<file path="src/hdl/dam_pkg.sv">
`default_nettype none
package dam_pkg;

    // Register indices; byte address is four times the index
    localparam logic [6:0] IDX_ATT0    = 7'h00;  // Attenuation ch1..ch6 at 0..5
    localparam logic [6:0] IDX_MUTE    = 7'h06;
    localparam logic [6:0] IDX_DACOP   = 7'h07;
    localparam logic [6:0] IDX_OPCTL   = 7'h08;
    localparam logic [6:0] IDX_DEEMPH  = 7'h09;
    localparam logic [6:0] IDX_FUNC    = 7'h0a;
    localparam logic [6:0] IDX_GPOMODE = 7'h0b;  // Control register eleven
    localparam logic [6:0] IDX_GPOLVL  = 7'h0c;  // Control register twelve
    localparam logic [6:0] IDX_IRQSTAT = 7'h0d;
    localparam logic [6:0] IDX_IRQMASK = 7'h0e;
    localparam logic [6:0] IDX_LAST    = 7'h0e;

    // Field positions
    localparam int OP_LOAD_BIT  = 0;
    localparam int OP_RATE_BIT  = 1;
    localparam int OP_IZD_BIT   = 2;
    localparam int DE_EN_LSB    = 0;
    localparam int DE_RATE_LSB  = 3;
    localparam int DE_OS_BIT    = 5;
    localparam int FN_CKE_BIT   = 0;
    localparam int FN_CKD_BIT   = 1;
    localparam int FN_PHASE_BIT = 2;
    localparam int FN_ROLL_BIT  = 3;
    localparam int FN_FMT_LSB   = 4;
    localparam int GPO_MODE_BIT = 0;
    localparam int IRQ_LOAD_BIT = 6;

    // Reset values
    localparam logic [7:0] ATT_RST     = 8'hff;
    localparam logic [5:0] MUTE_RST    = 6'h00;
    localparam logic [5:0] DACOP_RST   = 6'h3f;
    localparam logic [2:0] OPCTL_RST   = 3'h0;
    localparam logic [5:0] DEEMPH_RST  = 6'h00;
    localparam logic [6:0] FUNC_RST    = 7'h00;
    localparam logic       GPOMODE_RST = 1'b0;
    localparam logic [5:0] GPOLVL_RST  = 6'h00;
    localparam logic [6:0] IRQMASK_RST = 7'h00;

    // Attenuation step spacing in sample periods, minus one for the counter
    localparam logic [1:0] STEP_LAST_FAST = 2'h1;  // Every 2/fs
    localparam logic [1:0] STEP_LAST_SLOW = 2'h3;  // Every 4/fs

    // Serial control frame
    localparam logic [4:0] SER_HDR_BITS   = 5'h08;
    localparam logic [4:0] SER_FRAME_BITS = 5'h10;

endpackage : dam_pkg
`default_nettype wire

</file>
<file path="src/hdl/dam_ctrl_top.sv">
// Functional notes
// - Six independent attenuation registers, one per output channel.
// - Load control off: writes stored, active attenuators unchanged.
// - Load control off to load: all six stored values transfer together.
// - Rate setting steps attenuation every two or four sample periods.
// - Per-channel soft mute and DAC operation, plus infinite-zero mute.
// - After reset the zero pins show zero flags of channels one to six.
// - Register eleven switches zero pins to general-purpose outputs.
// - In output mode each pin drives its bit of register twelve.
// - Every control register can be read back.
// - Oversampling control selects 64 or 128 times the sample rate.
// - De-emphasis enable per channel pair and shared sample-rate setting.
// - System clock output enable and separate rate setting.
// - Output phase, filter roll-off and data format controls.
// - Four-pin serial control port; host drives clock, latch, data in.
// - Reset input active low; low holds the block in reset.
//
// The APB interface to the registers and the register addresses were left to the implementer.
`timescale 1ns/100ps
`default_nettype none
module dam_ctrl_top (
    input  wire logic        sys_clk,          // 125 MHz clock
    input  wire logic        rst_b,            // Async reset, active low
    input  wire logic        psel,             // APB select
    input  wire logic        penable,          // APB enable
    input  wire logic        pwrite,           // APB direction
    input  wire logic [7:0]  paddr,            // APB byte address
    input  wire logic [31:0] pwdata,           // APB write data
    output logic [31:0]      prdata,           // APB read data
    output logic             pready,           // APB ready
    output logic             pslverr,          // APB error
    input  wire logic        ctrlSerialClock,  // Host control clock
    input  wire logic        ctrlSerialIn,     // Host serial data
    input  wire logic        ctrlLatchStrobe,  // Frame latch
    output logic             ctrlSerialOut,    // Readback data
    input  wire logic        sampleTick,       // One pulse per sample
    input  wire logic [5:0]  zeroDetect,       // Zero detect per channel
    output logic [5:0]       zeroFlagPin,      // Zero flag or GPO pins
    output logic [5:0][7:0]  attenLevel,       // Active attenuator levels
    output logic [5:0]       softMuteCh,       // Soft mute per channel
    output logic [5:0]       dacOperateCh,     // DAC operate per channel
    output logic             infZeroMuteEn,    // Infinite zero mute
    output logic [2:0]       deemphPairEnable, // De-emphasis per pair
    output logic [1:0]       deemphRateSel,    // De-emphasis sample rate
    output logic             overSample128,    // 1: 128fs, 0: 64fs
    output logic             sysclkOutEnable,  // Clock output enable
    output logic             sysclkOutRate,    // Clock output rate
    output logic             outPhaseInv,      // Output phase inverted
    output logic             rollOffSel,       // Filter roll-off
    output logic [2:0]       audioFormat,      // Data interface format
    output logic             irq               // Interrupt, active high
);

    typedef struct packed {
        logic [5:0][7:0] attStore;
        logic [5:0][7:0] attTarget;
        logic [5:0][7:0] attActive;
        logic [5:0]      softMute;
        logic [5:0]      dacOp;
        logic [2:0]      opCtl;
        logic [5:0]      deemph;
        logic [6:0]      func;
        logic            gpoMode;
        logic [5:0]      gpoLevel;
        logic [6:0]      irqStat;
        logic [6:0]      irqMask;
        logic [1:0]      tickCnt;
        logic [5:0]      zeroPin;
        logic [5:0]      zeroPrev;
        logic            loadPrev;
        logic [31:0]     rdReg;
        logic            errReg;
    } dam_state_s;

    dam_state_s      st_r;
    dam_state_s      st_nxt;
    logic [6:0]      apbIdx;
    logic            apbOk;
    logic [1:0]      wrEn;
    logic [1:0][6:0] wrIdx;
    logic [1:0][7:0] wrDat;
    logic [6:0]      irqClr;
    logic [6:0]      irqEvt;
    logic            stepDue;
    logic            serWrStb;
    logic [6:0]      serIdx;
    logic [7:0]      serWrData;
    logic [7:0]      serRdData;
    logic [31:0]     serRdWord;

    ////////////////////////////////////////////////////////////////////////
    // Register readback decode, shared by APB and serial port
    function automatic logic [31:0] regRead(input dam_state_s s, input logic [6:0] idx);
        logic [31:0] v;
        v = 32'h0000_0000;
        case (idx)
            dam_pkg::IDX_MUTE:    v[5:0] = s.softMute;
            dam_pkg::IDX_DACOP:   v[5:0] = s.dacOp;
            dam_pkg::IDX_OPCTL:   v[2:0] = s.opCtl;
            dam_pkg::IDX_DEEMPH:  v[5:0] = s.deemph;
            dam_pkg::IDX_FUNC:    v[6:0] = s.func;
            dam_pkg::IDX_GPOMODE: v[0]   = s.gpoMode;
            dam_pkg::IDX_GPOLVL:  v[5:0] = s.gpoLevel;
            dam_pkg::IDX_IRQSTAT: v[6:0] = s.irqStat;
            dam_pkg::IDX_IRQMASK: v[6:0] = s.irqMask;
            default: begin
                if (idx < dam_pkg::IDX_MUTE) begin
                    v[7:0] = s.attStore[idx[2:0]];
                end
            end
        endcase
        return v;
    endfunction : regRead

    ////////////////////////////////////////////////////////////////////////
    // Serial control port
    dam_serial_port u_serial (
        .sys_clk         (sys_clk),
        .rst_b           (rst_b),
        .ctrlSerialClock (ctrlSerialClock),
        .ctrlSerialIn    (ctrlSerialIn),
        .ctrlLatchStrobe (ctrlLatchStrobe),
        .rdData          (serRdData),
        .ctrlSerialOut   (ctrlSerialOut),
        .wrStb           (serWrStb),
        .regIdx          (serIdx),
        .wrData          (serWrData)
    );

    assign serRdWord = regRead(st_r, serIdx);
    assign serRdData = serRdWord[7:0];

    // APB decode and write ports
    assign apbIdx   = {1'b0, paddr[7:2]};
    assign apbOk    = paddr[1:0] == 2'h0 && apbIdx <= dam_pkg::IDX_LAST;
    assign wrEn[0]  = psel && penable && pwrite && apbOk;
    assign wrIdx[0] = apbIdx;
    assign wrDat[0] = pwdata[7:0];
    assign wrEn[1]  = serWrStb && serIdx <= dam_pkg::IDX_LAST;
    assign wrIdx[1] = serIdx;
    assign wrDat[1] = serWrData;

    // Attenuation step timing
    assign stepDue = sampleTick && st_r.tickCnt == (st_r.opCtl[dam_pkg::OP_RATE_BIT] ?
                     dam_pkg::STEP_LAST_SLOW : dam_pkg::STEP_LAST_FAST);

    // Interrupt events: zero flag rises and attenuation load transfer
    assign irqEvt = {st_r.opCtl[dam_pkg::OP_LOAD_BIT] && !st_r.loadPrev,
                     zeroDetect & ~st_r.zeroPrev};

    ////////////////////////////////////////////////////////////////////////
    // Next-state logic
    always_comb begin
        st_nxt = st_r;
        irqClr = 7'h00;
        // Read data and error captured in the setup phase
        if (psel && !penable) begin
            st_nxt.rdReg  = apbOk ? regRead(st_r, apbIdx) : 32'h0000_0000;
            st_nxt.errReg = !apbOk;
        end
        // Serial writes follow APB writes in the same cycle
        for (int p = 0; p < 2; p++) begin
            if (wrEn[p]) begin
                case (wrIdx[p])
                    dam_pkg::IDX_MUTE:    st_nxt.softMute = wrDat[p][5:0];
                    dam_pkg::IDX_DACOP:   st_nxt.dacOp    = wrDat[p][5:0];
                    dam_pkg::IDX_OPCTL:   st_nxt.opCtl    = wrDat[p][2:0];
                    dam_pkg::IDX_DEEMPH:  st_nxt.deemph   = wrDat[p][5:0];
                    dam_pkg::IDX_FUNC:    st_nxt.func     = wrDat[p][6:0];
                    dam_pkg::IDX_GPOMODE: st_nxt.gpoMode  = wrDat[p][dam_pkg::GPO_MODE_BIT];
                    dam_pkg::IDX_GPOLVL:  st_nxt.gpoLevel = wrDat[p][5:0];
                    dam_pkg::IDX_IRQSTAT: irqClr          = irqClr | wrDat[p][6:0];
                    dam_pkg::IDX_IRQMASK: st_nxt.irqMask  = wrDat[p][6:0];
                    default: begin
                        if (wrIdx[p] < dam_pkg::IDX_MUTE) begin
                            st_nxt.attStore[wrIdx[p][2:0]] = wrDat[p];
                        end
                    end
                endcase
            end
        end
        // Sticky status, set wins over clear
        st_nxt.irqStat = (st_r.irqStat & ~irqClr) | irqEvt;
        // Load held: all targets follow stored values together
        if (st_r.opCtl[dam_pkg::OP_LOAD_BIT]) begin
            st_nxt.attTarget = st_r.attStore;
        end
        // Sample period counter and ramp toward target
        if (sampleTick) begin
            st_nxt.tickCnt = stepDue ? 2'h0 : st_r.tickCnt + 2'h1;
        end
        for (int c = 0; c < 6; c++) begin
            if (stepDue && st_r.attActive[c] < st_r.attTarget[c]) begin
                st_nxt.attActive[c] = st_r.attActive[c] + 8'h01;
            end else if (stepDue && st_r.attActive[c] > st_r.attTarget[c]) begin
                st_nxt.attActive[c] = st_r.attActive[c] - 8'h01;
            end
        end
        // Zero pins: flags by default, register twelve in output mode
        st_nxt.zeroPin  = st_r.gpoMode ? st_r.gpoLevel : zeroDetect;
        st_nxt.zeroPrev = zeroDetect;
        st_nxt.loadPrev = st_r.opCtl[dam_pkg::OP_LOAD_BIT];
    end

    // State register with defaults
    always_ff @(posedge sys_clk or negedge rst_b) begin
        if (!rst_b) begin
            st_r           <= '0;
            st_r.attStore  <= {6{dam_pkg::ATT_RST}};
            st_r.attTarget <= {6{dam_pkg::ATT_RST}};
            st_r.attActive <= {6{dam_pkg::ATT_RST}};
            st_r.softMute  <= dam_pkg::MUTE_RST;
            st_r.dacOp     <= dam_pkg::DACOP_RST;
            st_r.opCtl     <= dam_pkg::OPCTL_RST;
            st_r.deemph    <= dam_pkg::DEEMPH_RST;
            st_r.func      <= dam_pkg::FUNC_RST;
            st_r.gpoMode   <= dam_pkg::GPOMODE_RST;
            st_r.gpoLevel  <= dam_pkg::GPOLVL_RST;
            st_r.irqMask   <= dam_pkg::IRQMASK_RST;
        end else begin
            st_r <= st_nxt;
        end
    end

    ////////////////////////////////////////////////////////////////////////
    // Outputs
    assign prdata           = st_r.rdReg;
    assign pslverr          = st_r.errReg && psel && penable;
    assign pready           = psel && penable;
    assign zeroFlagPin      = st_r.zeroPin;
    assign attenLevel       = st_r.attActive;
    assign softMuteCh       = st_r.softMute;
    assign dacOperateCh     = st_r.dacOp;
    assign infZeroMuteEn    = st_r.opCtl[dam_pkg::OP_IZD_BIT];
    assign deemphPairEnable = st_r.deemph[dam_pkg::DE_EN_LSB +: 3];
    assign deemphRateSel    = st_r.deemph[dam_pkg::DE_RATE_LSB +: 2];
    assign overSample128    = st_r.deemph[dam_pkg::DE_OS_BIT];
    assign sysclkOutEnable  = st_r.func[dam_pkg::FN_CKE_BIT];
    assign sysclkOutRate    = st_r.func[dam_pkg::FN_CKD_BIT];
    assign outPhaseInv      = st_r.func[dam_pkg::FN_PHASE_BIT];
    assign rollOffSel       = st_r.func[dam_pkg::FN_ROLL_BIT];
    assign audioFormat      = st_r.func[dam_pkg::FN_FMT_LSB +: 3];
    assign irq              = |(st_r.irqStat & st_r.irqMask);
endmodule : dam_ctrl_top
`default_nettype wire

</file>
<file path="src/hdl/dam_serial_port.sv">
`timescale 1ns/100ps
`default_nettype none
module dam_serial_port (
    input  wire logic       sys_clk,          // System clock
    input  wire logic       rst_b,            // Async reset, active low
    input  wire logic       ctrlSerialClock,  // Host control clock
    input  wire logic       ctrlSerialIn,     // Host serial data
    input  wire logic       ctrlLatchStrobe,  // Low during a frame
    input  wire logic [7:0] rdData,           // Readback of regIdx
    output logic            ctrlSerialOut,    // Readback serial data
    output logic            wrStb,            // One-cycle write pulse
    output logic [6:0]      regIdx,           // Register index of frame
    output logic [7:0]      wrData            // Write data of frame
);

    typedef struct packed {
        logic       sclkPrev;
        logic       latchPrev;
        logic [15:0] shiftIn;
        logic [4:0] bitCnt;
        logic       readFrame;
        logic       loadPend;
        logic [7:0] outShift;
        logic       sout;
        logic       wrStb;
        logic [6:0] idx;
        logic [7:0] data;
    } dam_ser_s;

    dam_ser_s st_r;
    dam_ser_s st_nxt;
    logic     sclkRise;
    logic     sclkFall;
    logic     inFrame;

    ////////////////////////////////////////////////////////////////////////
    // Edge detection on host clock and latch
    assign sclkRise = ctrlSerialClock && !st_r.sclkPrev;
    assign sclkFall = !ctrlSerialClock && st_r.sclkPrev;
    assign inFrame  = !ctrlLatchStrobe;

    // Frame shift, readback and write strobe
    always_comb begin
        st_nxt           = st_r;
        st_nxt.sclkPrev  = ctrlSerialClock;
        st_nxt.latchPrev = ctrlLatchStrobe;
        st_nxt.wrStb     = 1'b0;
        st_nxt.loadPend  = 1'b0;
        if (inFrame && st_r.latchPrev) begin
            st_nxt.bitCnt    = 5'h00;
            st_nxt.readFrame = 1'b0;
        end else if (inFrame && sclkRise && st_r.bitCnt != dam_pkg::SER_FRAME_BITS) begin
            st_nxt.shiftIn = {st_r.shiftIn[14:0], ctrlSerialIn};
            st_nxt.bitCnt  = st_r.bitCnt + 5'h01;
            if (st_r.bitCnt + 5'h01 == dam_pkg::SER_HDR_BITS) begin
                st_nxt.idx       = {st_r.shiftIn[5:0], ctrlSerialIn};
                st_nxt.readFrame = st_r.shiftIn[6];
                st_nxt.loadPend  = st_r.shiftIn[6];
            end
        end
        // Readback word loads one cycle after the header
        if (st_r.loadPend) begin
            st_nxt.outShift = rdData;
        end
        if (inFrame && sclkFall && st_r.readFrame && st_r.bitCnt >= dam_pkg::SER_HDR_BITS) begin
            st_nxt.sout     = st_r.outShift[7];
            st_nxt.outShift = {st_r.outShift[6:0], 1'b0};
        end
        // Latch rise ends the frame; full write frames commit
        if (!inFrame && !st_r.latchPrev) begin
            st_nxt.sout = 1'b0;
            if (st_r.bitCnt == dam_pkg::SER_FRAME_BITS && !st_r.readFrame) begin
                st_nxt.wrStb = 1'b1;
                st_nxt.data  = st_r.shiftIn[7:0];
            end
        end
    end

    // State register
    always_ff @(posedge sys_clk or negedge rst_b) begin
        if (!rst_b) begin
            st_r           <= '0;
            st_r.sclkPrev  <= 1'b0;
            st_r.latchPrev <= 1'b1;
        end else begin
            st_r <= st_nxt;
        end
    end

    assign ctrlSerialOut = st_r.sout;
    assign wrStb         = st_r.wrStb;
    assign regIdx        = st_r.idx;
    assign wrData        = st_r.data;
endmodule : dam_serial_port
`default_nettype wire

</file>
<file path="config.mk">
export PLATFORM = sky130hd
export DESIGN_NAME = dam_ctrl_top
export DESIGN_NICKNAME = d
export VERILOG_FILES = /design/src/hdl/dam_pkg.sv /design/src/hdl/dam_ctrl_top.sv /design/src/hdl/dam_serial_port.sv
export SDC_FILE = /design/constraint.sdc
export NUM_CORES = 1
export LEC_CHECK = 0
export BUFFER_PORTS_ARGS = -buffer_cell sky130_fd_sc_hd__buf_2
export CAP_MARGIN = 20
export CORE_UTILIZATION = 45
export DETAILED_ROUTE_END_ITERATION = 7
export GPL_TIMING_DRIVEN = 1
export HOLD_SLACK_MARGIN = 0.1
export SYNTH_ARGS = -nofsm -noshare
export SYNTH_HDL_FRONTEND = slang
export SYNTH_SLANG_ARGS = --single-unit
export TNS_END_PERCENT = 1
</file>
<file path="constraint.sdc">
create_clock -name sys_clk -period 3.9 [get_ports sys_clk]
set_input_delay 0.975 -clock sys_clk [delete_from_list [all_inputs] [get_ports sys_clk]]
set_output_delay 0.975 -clock sys_clk [all_outputs]
set_load 0.01 [all_outputs]
</file>
* After elaboration in Yosys (flattened, before gate mapping) *
Index checks and enable logic that the tools add are counted.

word-level totals
  output and inout bits = 116
  flip-flop bits (word level) = 283
  input port bits = 55

operators by class
  magnitude comparators = 21
  muxes and demuxes = 76
  reductions and logical operators = 64
  equality and inequality tests = 22
  add/sub/neg operators = 14
  bitwise gates (word level) = 8

operators with widths
  operator             count
  $mux 48              6
  $mux 8               20
  $bwmux 48            2
  $mux 7               11
  $mux 35              2
  $mux 6               10
  $eq 7x4->1 const B   7
  $add 8x1->8 const B  6
  $bmux 8 s3           2
  $demux 8 s3          2
  $gt 8x8->1           6
  $lt 8x8->1           6
  $pmux 3 s8           2
  $sub 8x1->8 const B  6
  $eq 6x4->1 const B   7
  $pmux 2 s9           2
  $logic_and 1x1->1    34
  $reduce_bool 2->1    10
  $pmux 1 s9           2
  $reduce_or 9->1      2
  $and 7x7->7          2
  $eq 7x3->1 const B   2
  $or 7x7->7           2
  $eq 6x3->1 const B   2
  29 further kinds     52

* Depth between registers and ports, before layout *
  word-level depth = 12
  mapped depth = 13
  mapped depth without buffers = 13

* Cells and area by module *
A second synthesis with hierarchy kept.

unflattened totals
  cells, all modules = 1,643
  area total of the unflattened synthesis = 16,428.3 um^2

by module, submodules not included
  module           instances  cells an instance  area each (um^2)
  dam_ctrl_top     1          1,495              14,502.7
  dam_serial_port  1          148                1,925.6

* Least setup slack after synthesis *
No wires, ideal clock.

  path type = input to register
  from = in sampleTick
  to = reg st_r, in the netlist attenLevel[22]
  setup slack = 0.450 ns
  arrival = 3.366 ns
  cell stages on the path = 11
  buffers on the path = 1
  path through = nand2_1 or2_1 buf_2 or4_4 fa_1 a21o_1 a21oi_1 o21bai_1 a21oi_1 xnor2_1 mux2_1

on the way
  word-level cells in the longest chain between the ends = 3

ends and longest elaborated chain
  what                                                line                                      text
  start, declared                                     dam_ctrl_top.sv:36                        input wire logic sampleTick,
  $logic_and 1x1->1 (*)                               dam_ctrl_top.sv:144                       assign stepDue = sampleTick && st_r.tickCnt == (st_r.opCtl[dam_pkg::OP_RATE_BIT] ?
  $logic_and 1x1->1, on equally long branches         dam_ctrl_top.sv:193, dam_ctrl_top.sv:195
  $mux 8 / $reduce_bool 2->1 (equally long branches)  n/a
  end signal, assigned                                dam_ctrl_top.sv:221                       st_r <= st_nxt;
  end, declared                                       dam_ctrl_top.sv:75                        dam_state_s st_r;

Every way passes the cells marked *; elsewhere a longest branch is shown, timed or not.
A chain may end at the register's enable or synchronous reset.

* Worst setup path in the final report *
  from = reg st_r[187] (netlist bit)
  to = reg st_r, in the netlist attenLevel[47]

on the way
  word-level cells in the longest chain between the ends = 3

ends and longest elaborated chain
  what                                                line
  $lt 8x8->1 / $gt 8x8->1 (equally long branches)     dam_ctrl_top.sv:193, dam_ctrl_top.sv:195
  $logic_and 1x1->1, on equally long branches         dam_ctrl_top.sv:193, dam_ctrl_top.sv:195
  $mux 8 / $reduce_bool 2->1 (equally long branches)  n/a

Several ways; a longest one is shown, not always the timed one.

==> out/summary.log <==
qor: yosys.synthesis.yosys.warnings 0
qor: power_and_ir_drop.pleak 0.00791 uW
qor: cts.numCtsBuffers 30
qor: setup_path.critical_path.top_delay_family compound AO/OA/AOI/OAI gates
qor: run.cap_violations 0
qor: sta.final-max-slew-violation-count 0
qor: yosys.register_bit_count_reported_by_yosys 259
qor: sta.relSlewSlack 0.341
qor: placement.io_buffer_count 122
qor: global_routing.grt_pass1_vias 11800
qor: yosys.synthesis.instances 1623
qor: cts.max-clock-path-buffers 3
qor: sta.fmaxAchievable 0.284 GHz
qor: route.avgViaCountPerCell 5.66
qor: yosys.netlist_area 0.0161 sq mm
qor: power_and_ir_drop.power.share.clock 0.289
qor: power_and_ir_drop.power_share_of_the_combinational_group 0.342
qor: sta.period_minus_slack 3.52 ns
qor: route.route.detailed.wl_per_inst 20.4 microns
qor: floorplan.die_w 191 microns
qor: cts.ctsHtreeMaxLevel 1
qor: placement.place_hpwl 31200 microns
qor: layout.seqCellArea 0.00667 sq mm
qor: sta.tightest_slew 0.981 ns
qor: sta.setup_tns 0 ns
qor: placement.place_ws 0.124 ns
qor: global_routing.global_route.usage.total 0.241
qor: cts.cts_root_buffer sky130_fd_sc_hd__clkbuf_16
qor: setup_path.cp-end-kind flip-flop
qor: yosys.yosys.cell_types.count 75
qor: cts.postCtsResizedCells 0
qor: floorplan.floorplan.core_area 0.0348 sq mm
qor: floorplan.number_of_top_level_pins 171
qor: setup_path.worstSetupPathDepth 13
qor: cts.path_clk_slew 0.06 ns
qor: sta.finalCritPeriodShare 0.903
qor: layout.finish.net_count 1797
qor: route.route.vias.total 12000
qor: route.drc 0
qor: yosys.synth-async-reset-ratio 1.00
qor: setup_path.timing.critical_path.mode_cell sky130_fd_sc_hd__ha_1
qor: cts.clk-insertion-delay-late 0.56 ns
qor: sta.setup_repair_after_global_routing_missed_its_margin no
qor: cts.clock_sink_count 259
qor: yosys.syn-mean-instance-area 9.90 sq um
qor: setup_path.path_class flip-flop to flip-flop
qor: setup_path.cp_num_buf_inv 1
qor: cts.cts_setup_buffers 0
qor: placement.dpl-instance-area 0.0165 sq mm
qor: setup_path.arrival 4.01 ns
qor: cts.cts_hold_buffers 0
qor: power_and_ir_drop.powerDensity 564 mW/mm^2
qor: floorplan.die-height 191 microns
qor: setup_path.path_cells inv_1, ha_1, a21o_1, a2111oi_0, o21ai_0, or2_2, ha_1, nand3_1, o211ai_1, nor4_1, nor3_1, mux2i_1, xor2_1
qor: setup_path.worst_ep_required_time 4.39 ns
qor: outcome.status complete, no violations
qor: setup_path.slowest_stage sky130_fd_sc_hd__dfstp_2
qor: power_and_ir_drop.share_seq_of_total_power 0.369
qor: route.antenna_violating_nets_post_route 0
qor: power_and_ir_drop.sw_frac_of_total 0.337
qor: setup_path.worst-r2r-cell-count 13
qor: power_and_ir_drop.internal_power_of_the_cells 6540 uW
qor: power_and_ir_drop.switching_power 3320 uW
qor: setup_path.setup.worst_path.start_class flip-flop
qor: route.drt_wl_total 43500 microns
qor: layout.antenna-diode-count 0
qor: global_routing.largest_net_degree_at_the_start_of_global_routing 99
qor: layout.multi_input_area 0.00807 sq mm
qor: layout.synthToLayoutAreaGrowth 8.89%
qor: global_routing.overflow 0
qor: global_routing.grt_pass1_wl 67900 microns
qor: yosys.number_of_enable_type_register_cells_in_the_synthesized_netlist 0
qor: setup_path.worst_path_largest_cell_delay 0.51 ns
qor: cts.clock_tree_from_tritoncts done
qor: layout.fillCellCount 3214
qor: route.drt_first_iter_violations 1010
qor: global_routing.initial_antenna_violation_count 1
qor: floorplan.std_cell_rows 68
qor: yosys.yosysSeqAreaShare 0.415
qor: layout.drive_gt1_frac 0.270
qor: power_and_ir_drop.worst_ir_drop_vdd 0.000440 V
qor: setup_path.crit_fanout 8
qor: sta.clock-skew-final 0.0120 ns
qor: route.firstDrtPassIters 7
qor: placement.globalplace.congestion 0.976
qor: floorplan.floorplan_die_area 0.0365 sq mm
qor: yosys.synthFlopType sky130_fd_sc_hd__dfstp_2
qor: layout.final_area 0.0175 sq mm
qor: sta.report.final.hold_viol_count 0
qor: worst_hold_path.hold_path.class input pin to asynchronous set/reset pin
qor: sta.final_critical_path_setup_slack 0.377 ns
qor: floorplan.effective_utilization_at_floorplan 0.462
qor: sta.finalSetupViolCount 0
-- power groups by stage --
stage | sequential (uW) | clock (uW) | combinational [uW]
2_1_floorplan | 3540 | 0 | 2940
3_3_place_gp | 3680 | 0 | 3260
3_5_place_dp | 3690 | 0 | 3380
4_1_cts | 3650 | 2920 | 3410
5_1_grt | 3710 | 3020 | 3850
6_report | 3640 | 2850 | 3370
-- per-stage QoR --
step	hold slack (ns)	power (uW)	cells	utilization
global route	0.494	10600	2128	0.503
finish	0.451	9860	2128	0.503
floorplan	0.406	6480	1646	-
detailed placement	0.462	7070	2073	0.474
CTS	0.470	9980	2128	0.503
global placement	0.456	6950	2073	0.474
-- worst paths after layout --
| path | slack, ns | endpoint | start |
|---|---|---|---|
| setup / recovery | 0.38 | attenLevel[47] | st_r[187] |
| setup reg to reg | 0.38 | attenLevel[47] | st_r[187] |
| hold / removal | 0.45 | st_r[47] | rst_b |
| hold reg to reg | 0.47 | st_r[46] | st_r[46] |
| min in group sys_clk | 0.47 | st_r[46] | st_r[46] |
| max in group asynchronous | 2.55 | attenLevel[12] | rst_b |
-- cell usage in the layout, fill, tap and decap left out, types with 5 or more instances in the layout --
cell | synthesis | final
sky130_fd_sc_hd__buf_4 | 109 | 28
sky130_fd_sc_hd__nand2b_1 | 12 | 12
sky130_fd_sc_hd__dfrtp_1 | 108 | 106
sky130_fd_sc_hd__clkbuf_1 | 49 | 5
sky130_fd_sc_hd__fa_1 | 6 | 6
sky130_fd_sc_hd__nand4_1 | 18 | 18
sky130_fd_sc_hd__clkinv_2 | 0 | 9
sky130_fd_sc_hd__a21o_1 | 14 | 14
sky130_fd_sc_hd__mux2_2 | 55 | 55
sky130_fd_sc_hd__a211oi_1 | 6 | 6
sky130_fd_sc_hd__buf_2 | 16 | 121
sky130_fd_sc_hd__clkbuf_16 | 0 | 32
sky130_fd_sc_hd__a221oi_1 | 7 | 7
sky130_fd_sc_hd__xor2_1 | 14 | 14
sky130_fd_sc_hd__mux4_2 | 18 | 18
sky130_fd_sc_hd__nor2_1 | 119 | 119
sky130_fd_sc_hd__a21oi_1 | 104 | 104
sky130_fd_sc_hd__inv_1 | 80 | 80
sky130_fd_sc_hd__nand3_1 | 24 | 24
sky130_fd_sc_hd__o31ai_1 | 5 | 5
sky130_fd_sc_hd__a22o_1 | 10 | 10
sky130_fd_sc_hd__nor2b_1 | 11 | 11
sky130_fd_sc_hd__a22oi_1 | 25 | 25
sky130_fd_sc_hd__o211ai_1 | 6 | 6
sky130_fd_sc_hd__nor3_4 | 6 | 6
sky130_fd_sc_hd__xnor2_1 | 34 | 34
sky130_fd_sc_hd__and3_1 | 5 | 5
sky130_fd_sc_hd__dfstp_2 | 151 | 151
sky130_fd_sc_hd__a31oi_1 | 9 | 9
sky130_fd_sc_hd__conb_1 | 1 | 24
sky130_fd_sc_hd__mux2i_1 | 123 | 123
sky130_fd_sc_hd__o21ai_0 | 117 | 117
sky130_fd_sc_hd__o21bai_1 | 11 | 11
sky130_fd_sc_hd__nand2_1 | 161 | 161
sky130_fd_sc_hd__o22ai_1 | 5 | 5
sky130_fd_sc_hd__nor3_1 | 20 | 20
sky130_fd_sc_hd__ha_1 | 86 | 86
sky130_fd_sc_hd__o21ai_1 | 10 | 10
-- cell type report --
cell class	instances	area share
clock inverter	14	0.00737
multi-input combinational	1127	0.462
sequential	259	0.382
tap	455	0.0326
clock buffer	41	0.0500
inverter	80	0.0172
timing repair buffer	152	0.0498
-- registers in the layout, summed over array words and instances, names as in the netlist, 2 cells and up --
signal / cells
u_serial.st_r: 25
u_serial.regIdx: 7
dacOperateCh: 6
audioFormat: 3
u_serial.wrData: 8
prdata: 8
softMuteCh: 6
zeroFlagPin: 6
deemphPairEnable: 3
st_r: 128
deemphRateSel: 2
attenLevel: 48
-- per-layer routing --
metal	vias to the layer above	part of all wire	GRT usage	routed length (microns)
met5	-	0.00030	0	13
met4	2	0.023	0.0560	1020
met3	74	0.073	0.0442	3180
met2	391	0.46	0.380	19900
met1	5904	0.45	0.340	19400
li1	5676	-	-	-
-- Yosys cell counts, types with 5 or more instances --
cell / instances / area [sq um]
sky130_fd_sc_hd__nand2_1: 161 / 604
sky130_fd_sc_hd__dfstp_2: 151 / 3970
sky130_fd_sc_hd__mux2i_1: 123 / 1230
sky130_fd_sc_hd__nor2_1: 119 / 447
sky130_fd_sc_hd__o21ai_0: 117 / 586
sky130_fd_sc_hd__buf_4: 109 / 818
sky130_fd_sc_hd__dfrtp_1: 108 / 2700
sky130_fd_sc_hd__a21oi_1: 104 / 521
sky130_fd_sc_hd__ha_1: 86 / 1080
sky130_fd_sc_hd__inv_1: 80 / 300
sky130_fd_sc_hd__mux2_2: 55 / 619
sky130_fd_sc_hd__clkbuf_1: 49 / 184
sky130_fd_sc_hd__xnor2_1: 34 / 298
sky130_fd_sc_hd__a22oi_1: 25 / 188
sky130_fd_sc_hd__nand3_1: 24 / 120
sky130_fd_sc_hd__nor3_1: 20 / 100
sky130_fd_sc_hd__mux4_2: 18 / 405
sky130_fd_sc_hd__nand4_1: 18 / 113
sky130_fd_sc_hd__buf_2: 16 / 80.1
sky130_fd_sc_hd__a21o_1: 14 / 105
sky130_fd_sc_hd__xor2_1: 14 / 123
sky130_fd_sc_hd__nand2b_1: 12 / 75.1
sky130_fd_sc_hd__nor2b_1: 11 / 68.8
sky130_fd_sc_hd__o21bai_1: 11 / 82.6
sky130_fd_sc_hd__a22o_1: 10 / 87.6
sky130_fd_sc_hd__o21ai_1: 10 / 50.1
sky130_fd_sc_hd__a31oi_1: 9 / 56.3
sky130_fd_sc_hd__a221oi_1: 7 / 61.3
sky130_fd_sc_hd__a211oi_1: 6 / 45.0
sky130_fd_sc_hd__buf_1: 6 / 22.5
sky130_fd_sc_hd__fa_1: 6 / 120
sky130_fd_sc_hd__nor3_4: 6 / 97.6
sky130_fd_sc_hd__o211ai_1: 6 / 45.0
sky130_fd_sc_hd__and3_1: 5 / 31.3
sky130_fd_sc_hd__o22ai_1: 5 / 31.3
sky130_fd_sc_hd__o31ai_1: 5 / 37.5
-- cell families after synthesis --
group / count (synthesis) / share of synthesized area
xor gates and xnor gates: 48 / 0.0262
and+or+nand+nor: 415 / 0.125
adders and majority gates: 92 / 0.0745
AOI/OAI and AO/OA: 351 / 0.130
muxes: 197 / 0.141
buffers and inverters: 260 / 0.0875
DFF: 259 / 0.415
other: 1 / 0.000233
-- worst register-to-register path, cell delays in order, from the launching register on --
cell and delay, ns:
sky130_fd_sc_hd__dfstp_2 0.51, sky130_fd_sc_hd__inv_1 0.05, sky130_fd_sc_hd__ha_1 0.31, sky130_fd_sc_hd__a21o_1 0.19, sky130_fd_sc_hd__a2111oi_0 0.37, sky130_fd_sc_hd__o21ai_0 0.21, sky130_fd_sc_hd__or2_2 0.41, sky130_fd_sc_hd__ha_1 0.39
sky130_fd_sc_hd__nand3_1 0.10, sky130_fd_sc_hd__o211ai_1 0.22, sky130_fd_sc_hd__nor4_1 0.07, sky130_fd_sc_hd__nor3_1 0.22, sky130_fd_sc_hd__mux2i_1 0.25, sky130_fd_sc_hd__xor2_1 0.16
No activity file was read; power rests on OpenSTA's default activity.
